===== src/hw/timer_defines.svh =====
// field positions, reset values and machine-cycle counts for the timer block
// assumes: included by the timer design files by its bare name
`ifndef TIMER_DEFINES_SVH
`define TIMER_DEFINES_SVH

// ------------------------------------------------------------
// timer mode register field positions
// ------------------------------------------------------------
`define TIMER_MODE_REG_MODE0_LSB 0
`define TIMER_MODE_REG_MODE0_MSB 1
`define TIMER_MODE_REG_CT0_BIT 2
`define TIMER_MODE_REG_GATE0_BIT 3
`define TIMER_MODE_REG_MODE1_LSB 4
`define TIMER_MODE_REG_MODE1_MSB 5
`define TIMER_MODE_REG_CT1_BIT 6
`define TIMER_MODE_REG_GATE1_BIT 7

// ------------------------------------------------------------
// timing: a machine cycle is four clocks (C1..C4)
// ------------------------------------------------------------
`define MC_CLOCKS 4
`define STD_TICK_LAST_MC 2'h2
`define STD_TICK_CLOCKS 12

// ------------------------------------------------------------
// reset values and limits
// ------------------------------------------------------------
`define TURBO_RESET 1'b0
`define BYTE_RESET 8'h00
`define BYTE_MAX 8'hFF
`define M13_MAX 13'h1FFF
`define W16_MAX 16'hFFFF

`endif


===== src/hw/timer_pkg.sv =====
// types shared by the timer design files
// assumes: compiled before every timer module
package timer_pkg;

    // machine-cycle states
    typedef enum logic [1:0] {
        PH_C1 = 2'b00,
        PH_C2 = 2'b01,
        PH_C3 = 2'b10,
        PH_C4 = 2'b11
    } phase_t;

    // operating modes of units zero and one
    typedef enum logic [1:0] {
        MODE_13BIT = 2'b00,
        MODE_16BIT = 2'b01,
        MODE_RELOAD = 2'b10,
        MODE_SPLIT = 2'b11
    } mode_t;

    typedef struct packed {
        phase_t phase;
        logic [1:0] mc_cnt;
    } phase_state_t;

    typedef struct packed {
        logic s1;
        logic s2;
        logic smp;
        logic pend;
    } edge_state_t;

    typedef struct packed {
        logic [7:0] tl0;
        logic [7:0] th0;
        logic [7:0] tl1;
        logic [7:0] th1;
        logic [7:0] tl2;
        logic [7:0] th2;
        logic [7:0] cap_lo;
        logic [7:0] cap_hi;
        logic tf0;
        logic tf1;
        logic tf2;
        logic third_timer_external_flag;
        logic turbo0;
        logic turbo1;
        logic turbo2;
    } core_state_t;

endpackage


===== src/hw/dual_timer_capture.sv =====
// two 16-bit timer/counters plus the capture mode of a third timer
// assumes: control bits are plain ports from the register logic outside;
// pins are asynchronous and are synchronised here
`timescale 1ns/100ps
`default_nettype none
`include "timer_defines.svh"

module dual_timer_capture
    import timer_pkg::*;
(
    input wire logic clk_in,                      // system clock, 125 MHz
    input wire logic rst_n_in,                    // async reset, active low
    input wire logic [7:0] timer_mode_reg_in,     // mode, function, gate fields
    input wire logic unit_zero_run_in,            // run bit, unit zero
    input wire logic unit_one_run_in,             // run bit, unit one
    input wire logic unit_zero_turbo_sel_in,      // clock/4 for unit zero
    input wire logic unit_one_turbo_sel_in,       // clock/4 for unit one
    input wire logic third_timer_turbo_sel_in,    // clock/4 for third timer
    input wire logic third_timer_source_sel_in,   // 1 counts pin edges
    input wire logic third_timer_run_in,          // run bit, third timer
    input wire logic capture_reload_sel_in,       // 1 selects capture mode
    input wire logic external_capture_enable_in,  // arms the capture pin
    input wire logic capture_auto_clear_in,       // clear count after capture
    input wire logic unit_zero_count_input_in,    // count pin, unit zero
    input wire logic unit_one_count_input_in,     // count pin, unit one
    input wire logic third_timer_count_input_in,  // count pin, third timer
    input wire logic capture_input_pin_in,        // capture pin
    input wire logic ext_irq_pin_zero_in,         // gate pin, unit zero
    input wire logic ext_irq_pin_one_in,          // gate pin, unit one
    input wire logic unit_zero_irq_ack_in,        // unit zero interrupt served
    input wire logic unit_one_irq_ack_in,         // unit one interrupt served
    input wire logic tf2_clear_in,                // software clears overflow
    input wire logic third_timer_external_flag_clear_in,               // software clears ext flag
    input wire logic [7:0] wr_data_in,            // byte for count writes
    input wire logic wr_u0_lo_in,                 // write unit zero low byte
    input wire logic wr_u0_hi_in,                 // write unit zero high byte
    input wire logic wr_u1_lo_in,                 // write unit one low byte
    input wire logic wr_u1_hi_in,                 // write unit one high byte
    input wire logic wr_t2_lo_in,                 // write third timer low
    input wire logic wr_t2_hi_in,                 // write third timer high
    output logic [7:0] unit_zero_low_byte_out,    // count, unit zero low
    output logic [7:0] unit_zero_high_byte_out,   // count, unit zero high
    output logic [7:0] unit_one_low_byte_out,     // count, unit one low
    output logic [7:0] unit_one_high_byte_out,    // count, unit one high
    output logic [7:0] third_timer_low_byte_out,  // count, third low
    output logic [7:0] third_timer_high_byte_out, // count, third high
    output logic [7:0] capture_low_reg_out,       // captured low byte
    output logic [7:0] capture_high_reg_out,      // captured high byte
    output logic unit_zero_overflow_flag_out,     // overflow, unit zero
    output logic unit_one_overflow_flag_out,      // overflow, unit one
    output logic third_timer_overflow_flag_out,   // overflow, third timer
    output logic third_timer_external_flag_out,   // capture event flag
    output logic third_timer_irq_out              // third timer request
);
    core_state_t q;
    core_state_t d;
    logic c3;
    logic c4;
    logic slow;
    logic fall0;
    logic fall1;
    logic fall2;
    logic fall_ex;
    logic gate_lvl0;
    logic gate_lvl1;
    mode_t m0;
    mode_t m1;
    logic en0;
    logic en1;
    logic tick0;
    logic tick0_hi;
    logic tick1;
    logic tick2;
    logic cap_ev;
    logic [16:0] r0;
    logic [16:0] r1;
    logic [8:0] s8_lo;
    logic [8:0] s8_hi;
    logic [16:0] s2;

    // ------------------------------------------------------------
    // helpers
    // ------------------------------------------------------------
    // one count step per mode: {overflow, high, low}
    function automatic logic [16:0] advance(input mode_t m, input logic [7:0] hi, input logic [7:0] lo);
        logic [13:0] s13;
        logic [16:0] s16;
        logic [8:0] s8;
        s13 = {1'b0, hi, lo[4:0]} + 14'h0001;
        s16 = {1'b0, hi, lo} + 17'h00001;
        s8 = {1'b0, lo} + 9'h001;
        case (m)
            MODE_13BIT: advance = {s13[13], s13[12:5], lo[7:5], s13[4:0]};
            MODE_16BIT: advance = s16;
            MODE_RELOAD: advance = s8[8] ? {1'b1, hi, hi} : {1'b0, hi, s8[7:0]};
            default: advance = {1'b0, hi, lo};
        endcase
    endfunction

    // count strobe: pin edge or divided clock, always landing on C3
    function automatic logic base_tick(input logic ext, input logic turbo, input logic fall,
                                       input logic c3s, input logic slows);
        base_tick = ext ? fall : (turbo ? c3s : slows);
    endfunction

    // ------------------------------------------------------------
    // phase generator and pin samplers
    // ------------------------------------------------------------
    machine_phase u_phase (
        .clk_in(clk_in),
        .rst_n_in(rst_n_in),
        .c3_out(c3),
        .c4_out(c4),
        .slow_out(slow)
    );

    pin_edge_sampler u_t0 (.clk_in(clk_in), .rst_n_in(rst_n_in), .pin_in(unit_zero_count_input_in),
        .c3_in(c3), .c4_in(c4), .level_out(), .fall_out(fall0));
    pin_edge_sampler u_t1 (.clk_in(clk_in), .rst_n_in(rst_n_in), .pin_in(unit_one_count_input_in),
        .c3_in(c3), .c4_in(c4), .level_out(), .fall_out(fall1));
    pin_edge_sampler u_t2 (.clk_in(clk_in), .rst_n_in(rst_n_in), .pin_in(third_timer_count_input_in),
        .c3_in(c3), .c4_in(c4), .level_out(), .fall_out(fall2));
    pin_edge_sampler u_ex (.clk_in(clk_in), .rst_n_in(rst_n_in), .pin_in(capture_input_pin_in),
        .c3_in(c3), .c4_in(c4), .level_out(), .fall_out(fall_ex));
    pin_edge_sampler u_g0 (.clk_in(clk_in), .rst_n_in(rst_n_in), .pin_in(ext_irq_pin_zero_in),
        .c3_in(c3), .c4_in(c4), .level_out(gate_lvl0), .fall_out());
    pin_edge_sampler u_g1 (.clk_in(clk_in), .rst_n_in(rst_n_in), .pin_in(ext_irq_pin_one_in),
        .c3_in(c3), .c4_in(c4), .level_out(gate_lvl1), .fall_out());

    // ------------------------------------------------------------
    // enables and ticks
    // ------------------------------------------------------------
    // mode fields
    assign m0 = mode_t'(timer_mode_reg_in[`TIMER_MODE_REG_MODE0_MSB:`TIMER_MODE_REG_MODE0_LSB]);
    assign m1 = mode_t'(timer_mode_reg_in[`TIMER_MODE_REG_MODE1_MSB:`TIMER_MODE_REG_MODE1_LSB]);
    assign en0 = unit_zero_run_in && (!timer_mode_reg_in[`TIMER_MODE_REG_GATE0_BIT] || gate_lvl0);
    assign en1 = ((m0 == MODE_SPLIT) || unit_one_run_in) && (!timer_mode_reg_in[`TIMER_MODE_REG_GATE1_BIT] || gate_lvl1);
    assign tick0 = en0 && base_tick(timer_mode_reg_in[`TIMER_MODE_REG_CT0_BIT], q.turbo0, fall0, c3, slow);
    assign tick0_hi = (m0 == MODE_SPLIT) && unit_one_run_in && base_tick(1'b0, q.turbo0, 1'b0, c3, slow);
    assign tick1 = en1 && (m1 != MODE_SPLIT)
                   && base_tick(timer_mode_reg_in[`TIMER_MODE_REG_CT1_BIT], q.turbo1, fall1, c3, slow);
    assign tick2 = third_timer_run_in && capture_reload_sel_in
                   && base_tick(third_timer_source_sel_in, q.turbo2, fall2, c3, slow);
    assign cap_ev = capture_reload_sel_in && external_capture_enable_in && fall_ex;

    assign r0 = advance(m0, q.th0, q.tl0);
    assign r1 = advance(m1, q.th1, q.tl1);
    assign s8_lo = {1'b0, q.tl0} + 9'h001;
    assign s8_hi = {1'b0, q.th0} + 9'h001;
    assign s2 = {1'b0, q.th2, q.tl2} + 17'h00001;

    // ------------------------------------------------------------
    // next state: counts, flags, writes (writes win over counting)
    // ------------------------------------------------------------
    always_comb begin
        d = q;
        d.turbo0 = unit_zero_turbo_sel_in;
        d.turbo1 = unit_one_turbo_sel_in;
        d.turbo2 = third_timer_turbo_sel_in;
        d.tf0 = q.tf0 && !unit_zero_irq_ack_in;
        d.tf1 = q.tf1 && !unit_one_irq_ack_in;
        d.tf2 = q.tf2 && !tf2_clear_in;
        d.third_timer_external_flag = q.third_timer_external_flag && !third_timer_external_flag_clear_in;
        if (m0 == MODE_SPLIT) begin
            if (tick0) begin
                d.tl0 = s8_lo[7:0];
                d.tf0 = d.tf0 || s8_lo[8];
            end
            if (tick0_hi) begin
                d.th0 = s8_hi[7:0];
                d.tf1 = d.tf1 || s8_hi[8];
            end
        end else if (tick0) begin
            {d.th0, d.tl0} = r0[15:0];
            d.tf0 = d.tf0 || r0[16];
        end
        if (tick1) begin
            {d.th1, d.tl1} = r1[15:0];
            d.tf1 = d.tf1 || (r1[16] && (m0 != MODE_SPLIT));
        end
        if (tick2) begin
            {d.th2, d.tl2} = s2[15:0];
            d.tf2 = d.tf2 || s2[16];
        end
        if (cap_ev) begin
            d.cap_lo = q.tl2;
            d.cap_hi = q.th2;
            d.third_timer_external_flag = 1'b1;
            if (capture_auto_clear_in) begin
                d.tl2 = `BYTE_RESET;
                d.th2 = `BYTE_RESET;
            end
        end
        if (wr_u0_lo_in) d.tl0 = wr_data_in;
        if (wr_u0_hi_in) d.th0 = wr_data_in;
        if (wr_u1_lo_in) d.tl1 = wr_data_in;
        if (wr_u1_hi_in) d.th1 = wr_data_in;
        if (wr_t2_lo_in) d.tl2 = wr_data_in;
        if (wr_t2_hi_in) d.th2 = wr_data_in;
    end

    always_ff @(posedge clk_in or negedge rst_n_in) begin
        if (!rst_n_in) begin
            q <= '0;
        end else begin
            q <= d;
        end
    end

    // ------------------------------------------------------------
    // outputs
    // ------------------------------------------------------------
    assign unit_zero_low_byte_out = q.tl0;
    assign unit_zero_high_byte_out = q.th0;
    assign unit_one_low_byte_out = q.tl1;
    assign unit_one_high_byte_out = q.th1;
    assign third_timer_low_byte_out = q.tl2;
    assign third_timer_high_byte_out = q.th2;
    assign capture_low_reg_out = q.cap_lo;
    assign capture_high_reg_out = q.cap_hi;
    assign unit_zero_overflow_flag_out = q.tf0;
    assign unit_one_overflow_flag_out = q.tf1;
    assign third_timer_overflow_flag_out = q.tf2;
    assign third_timer_external_flag_out = q.third_timer_external_flag;
    assign third_timer_irq_out = q.tf2 || q.third_timer_external_flag;

    logic no_wr0;
    logic no_wr2;
    assign no_wr0 = !wr_u0_lo_in && !wr_u0_hi_in;
    assign no_wr2 = !wr_t2_lo_in && !wr_t2_hi_in;
endmodule
`default_nettype wire


===== src/hw/machine_phase.sv =====
// machine-cycle phase generator: C3/C4 strobes and the divide-by-twelve tick
// assumes: free-running system clock, nothing else
`timescale 1ns/100ps
`default_nettype none
`include "timer_defines.svh"

module machine_phase
    import timer_pkg::*;
(
    input wire logic clk_in,    // system clock
    input wire logic rst_n_in,  // async reset, active low
    output logic c3_out,        // one clock at state C3
    output logic c4_out,        // one clock at state C4
    output logic slow_out       // C3 of every third machine cycle
);
    phase_state_t q;
    phase_state_t d;

    // ------------------------------------------------------------
    // phase walk and machine-cycle divider
    // ------------------------------------------------------------
    always_comb begin
        d = q;
        case (q.phase)
            PH_C1: d.phase = PH_C2;
            PH_C2: d.phase = PH_C3;
            PH_C3: d.phase = PH_C4;
            PH_C4: begin
                d.phase = PH_C1;
                d.mc_cnt = (q.mc_cnt == `STD_TICK_LAST_MC) ? 2'h0 : q.mc_cnt + 2'h1;
            end
            default: d.phase = PH_C1;
        endcase
    end

    always_ff @(posedge clk_in or negedge rst_n_in) begin
        if (!rst_n_in) begin
            q <= '0;
        end else begin
            q <= d;
        end
    end

    // strobes straight from state flops
    assign c3_out = (q.phase == PH_C3);
    assign c4_out = (q.phase == PH_C4);
    assign slow_out = (q.phase == PH_C3) && (q.mc_cnt == `STD_TICK_LAST_MC);

endmodule
`default_nettype wire


===== src/hw/pin_edge_sampler.sv =====
// pin synchroniser with per-machine-cycle sampling and falling-edge detect
// assumes: c3/c4 strobes from the phase generator on the same clock
`timescale 1ns/100ps
`default_nettype none

module pin_edge_sampler
    import timer_pkg::*;
(
    input wire logic clk_in,    // system clock
    input wire logic rst_n_in,  // async reset, active low
    input wire logic pin_in,    // asynchronous pin
    input wire logic c3_in,     // C3 strobe
    input wire logic c4_in,     // C4 strobe
    output logic level_out,     // synchronised pin level
    output logic fall_out       // one clock at C3 after a fall
);
    edge_state_t q;
    edge_state_t d;

    // ------------------------------------------------------------
    // sample at C4, report at the following C3
    // ------------------------------------------------------------
    always_comb begin
        d = q;
        d.s1 = pin_in;
        d.s2 = q.s1;
        if (c3_in) begin
            d.pend = 1'b0;
        end
        if (c4_in) begin
            d.smp = q.s2;
            d.pend = q.smp && !q.s2;
        end
    end

    always_ff @(posedge clk_in or negedge rst_n_in) begin
        if (!rst_n_in) begin
            q <= '0;
        end else begin
            q <= d;
        end
    end

    assign level_out = q.s2;
    assign fall_out = q.pend && c3_in;
endmodule
`default_nettype wire


===== config.mk =====
export PLATFORM = sky130hd
export DESIGN_NAME = dual_timer_capture
export DESIGN_NICKNAME = d
export VERILOG_FILES = /design/src/hw/timer_pkg.sv /design/src/hw/dual_timer_capture.sv /design/src/hw/machine_phase.sv /design/src/hw/pin_edge_sampler.sv
export VERILOG_INCLUDE_DIRS = /design/src /design/src/hw
export SDC_FILE = /design/constraint.sdc
export NUM_CORES = 1
export LEC_CHECK = 0
export ABC_CLOCK_PERIOD_IN_PS = 3920
export BUFFER_PORTS_ARGS = -buffer_cell sky130_fd_sc_hd__buf_2
export CORE_ASPECT_RATIO = 0.8
export CORE_MARGIN = 2
export CORE_UTILIZATION = 60
export CTS_BUF_LIST = sky130_fd_sc_hd__clkbuf_16
export DETAILED_ROUTE_END_ITERATION = 8
export PLACE_DENSITY = 0.85
export SYNTH_ARGS = -nofsm -noshare
export SYNTH_HDL_FRONTEND = slang
export SYNTH_SLANG_ARGS = --single-unit

===== constraint.sdc =====
create_clock -name clk_in -period 3.92 [get_ports clk_in]
set_input_delay 0.588 -clock clk_in [delete_from_list [all_inputs] [get_ports clk_in]]
set_output_delay 0.588 -clock clk_in [all_outputs]
set_load 0.05 [all_outputs]

==> run_results.csv <==
group,metric,value,unit
synthesis,ys_seq_area_share,39.6,%
drt,firstDrtPassIters,8,
drt,route.detailed.drc,0,
timing,post-route-period-util,67.9,%
drt,wirelength,15100,um
timing,rsz0062_at_grt,"false",
synthesis,synth_edf_count,0,
drt,vias_per_cell,6.04,
clock_tree,clk_pin_slew,0.07,ns
synthesis,synthesis.area,6000,um2
synthesis,ys.flop_type,"dfrtp_1",
layout,mostFrequentLayoutCell,"buf_2",
synthesis,ys_seq_elements,95,
synthesis,synthArstFlopShare,100,%
timing,worst_pin_slew,0.727,ns
timing,fmax,0.376,GHz
die,die_area,10800,um2
timing,clock-skew-final,0.00587,ns
drt,drt_iter0_markers,481,
job,drv_cap,0,
place,hpwlAfterDp,10900,um
clock_tree,numCtsBuffers,9,
layout,final_cell_mix,"111 x buf_2, 99 x nand2_1, 95 x dfrtp_1",
die,start_util,61.9,%
pwr,peakVddDrop,0.000309,V
global_route,grt_first_pass_wirelength,24300,um
global_route,antenna_found_initial,0,
critical_path,crit_fanout,9,
clock_tree,cts_tree,"yes",
clock_tree,hold_buffers,0,
timing,finalSetupViolations,0,
clock_tree,cts_root_buffer,"clkbuf_16",
clock_tree,cts_resized,0,
run_status,run_status,"finished, final reports clean",
critical_path,worstPathArrival,2.88,ns
layout,num-nets-final,750,
synthesis,syn_inst,657,
critical_path,cp-start-kind,"register",
critical_path,worstSetupPathType,"register to register",
drt,via_count,5046,
layout,areaGrowthSynthToFinish,8.14,%
timing,finalHoldViolCount,0,
layout,fillers,821,
worst_hold_path,hold_path.class,"input port to async pin",
layout,drive_gt1_share,22.7,%
layout,antenna_cells,0,
timing,slew_violations,0,
global_route,grtUsageTotal,29.1,%
pwr,p_leak,0.00292,uW
global_route,grt_max_degree,48,
die,ios,113,
synthesis,syn_nets,712,
clock_tree,cts_buffer_depth,2,
timing,fin_tns_setup,0,ns
global_route,grt_pass1_vias,4711,
critical_path,crit_path_end_kind,"register",
timing,slew_headroom,51.5,%
clock_tree,clock-sinks,95,
die,die_h,93.4,um
synthesis,ys_warn_count,0,
clock_tree,htreeDepth,3,
drt,drtAntennaViolNets,0,
place,io_buffers,112,
die,floorplan.core_area,9690,um2
die,rows,32,
clock_tree,postCtsSetupBuffers,0,
place,place_congestion,0.930,
synthesis,synth.avg_cell_area,9.13,um2
critical_path,required,4.14,ns
die,fp.dieW,116,um
layout,utilization,66.9,%
clock_tree,clk_latency,0.35,ns
drt,wl_per_cell,18.0,um
global_route,grt_overflow_total,0,
timing,finalWorstPathRequiredPeriod,2.66,ns
pwr,power.density,431,nW/um2
synthesis,ys_types,75,
==> where the power goes <==
group / switching, uW / internal [uW]
combinational: 471 / 173
sequential: 118 / 1060
clock: 404 / 569
==> routing by layer <==
metal  wire [um]  vias up  GRT usage, %
li1            -     2362             -
met3        1390       29          6.93
met4         272        0          8.23
met1        6430     2383          41.0
met5           0        -             0
met2        6990      272          44.9
==> logic make-up after synthesis <==
logic type      count (synthesis)  synth area share, %
simple gates                  238                 19.9
mux                            12                 2.13
fa+ha+maj                      11                 2.29
flops                          95                 39.6
compound gates                148                 19.1
buf+inv                       119                 12.0
xor+xnor                       34                 4.97
==> registers in the layout, summed over array words and instances, names as in the netlist, 2 cells and up <==
register and cells:
unit_zero_high_byte_out 8, u_phase.q 4, third_timer_low_byte_out 8, third_timer_high_byte_out 8, u_ex.q 2, q 3
unit_zero_low_byte_out 8, unit_one_low_byte_out 8, u_t2.q 2, unit_one_high_byte_out 8, u_t1.q 2, capture_high_reg_out 8
u_t0.q 2, capture_low_reg_out 8
==> path summary, 6_finish.rpt <==
| kind | start | to | slack, ns | cells past startpoint |
|---|---|---|---|---|
| max | u_phase.q[2] | unit_one_low_byte_out[3] | 1.26 | 7 |
| min | rst_n_in | third_timer_external_flag_out | 0.06 | 1 |
| max reg2reg | u_phase.q[2] | unit_one_low_byte_out[3] | 1.26 | 7 |
| min reg2reg | u_t1.d[2] | u_t1.level_out | 0.35 | 0 |
| max in group asynchronous | rst_n_in | q[0] | 3.07 | 2 |
| min in group clk_in | unit_one_count_input_in | u_t1.d[2] | 0.34 | 1 |
==> critical path: stages, from the launching register on <==
cell       delay [ns]
dfrtp_1          0.40
inv_1            0.10
ha_1             0.42
o21ai_2          0.13
a2111oi_4        0.71
nand2_1          0.34
a2111oi_2        0.30
o31ai_1          0.12
==> cell usage after synthesis (4+ instances only) <==
cell / number / area [um2]
nand2_1: 99 / 372
dfrtp_1: 95 / 2380
buf_4: 65 / 488
nor2_1: 35 / 131
o21ai_0: 34 / 170
inv_1: 28 / 105
nand3_1: 21 / 105
xnor2_1: 17 / 149
xor2_1: 17 / 149
nand4_1: 16 / 100
a21oi_1: 15 / 75.1
clkbuf_1: 13 / 48.8
ha_1: 11 / 138
nor3_1: 11 / 55.1
a22o_1: 9 / 78.8
and3_1: 9 / 56.3
nor2b_1: 9 / 56.3
o31ai_1: 9 / 67.6
a221oi_1: 8 / 70.1
nor4_1: 8 / 50.1
a211oi_1: 7 / 52.6
o211ai_1: 7 / 52.6
mux2_2: 6 / 67.6
mux2i_1: 6 / 60.1
o2111ai_1: 6 / 52.6
a22oi_1: 5 / 37.5
and2_1: 5 / 31.3
and4_1: 5 / 43.8
buf_1: 5 / 18.8
a31oi_1: 4 / 25.0
a32o_1: 4 / 40.0
buf_2: 4 / 20.0
o21ai_1: 4 / 20.0
o22ai_1: 4 / 25.0
==> area by class of cell <==
cell class / instances / area (um2) / share of cell area, %
clock inverter: 7 / 101 / 1.56
clock buffer: 9 / 225 / 3.47
tap: 136 / 170 / 2.62
timing repair buffer: 117 / 601 / 9.26
inverter: 29 / 109 / 1.68
sequential: 95 / 2380 / 36.7
multi-input combinational: 443 / 2900 / 44.7
==> per-stage QoR <==
stage          total power [uW]  cells  instance area (um2)  setup WS (ns)  hold WS, ns
2_1_floorplan              1740    657                 6000           1.78        0.292
3_3_place_gp               1820    820                 6160           1.43        0.334
3_5_place_dp               1840    820                 6160           1.34        0.335
4_1_cts                    2810    836                 6480           1.30       0.0584
5_1_grt                    2900    836                 6480           1.15       0.0590
6_report                   2800    836                 6480           1.26       0.0605
Power figures use the tool's default switching activity.
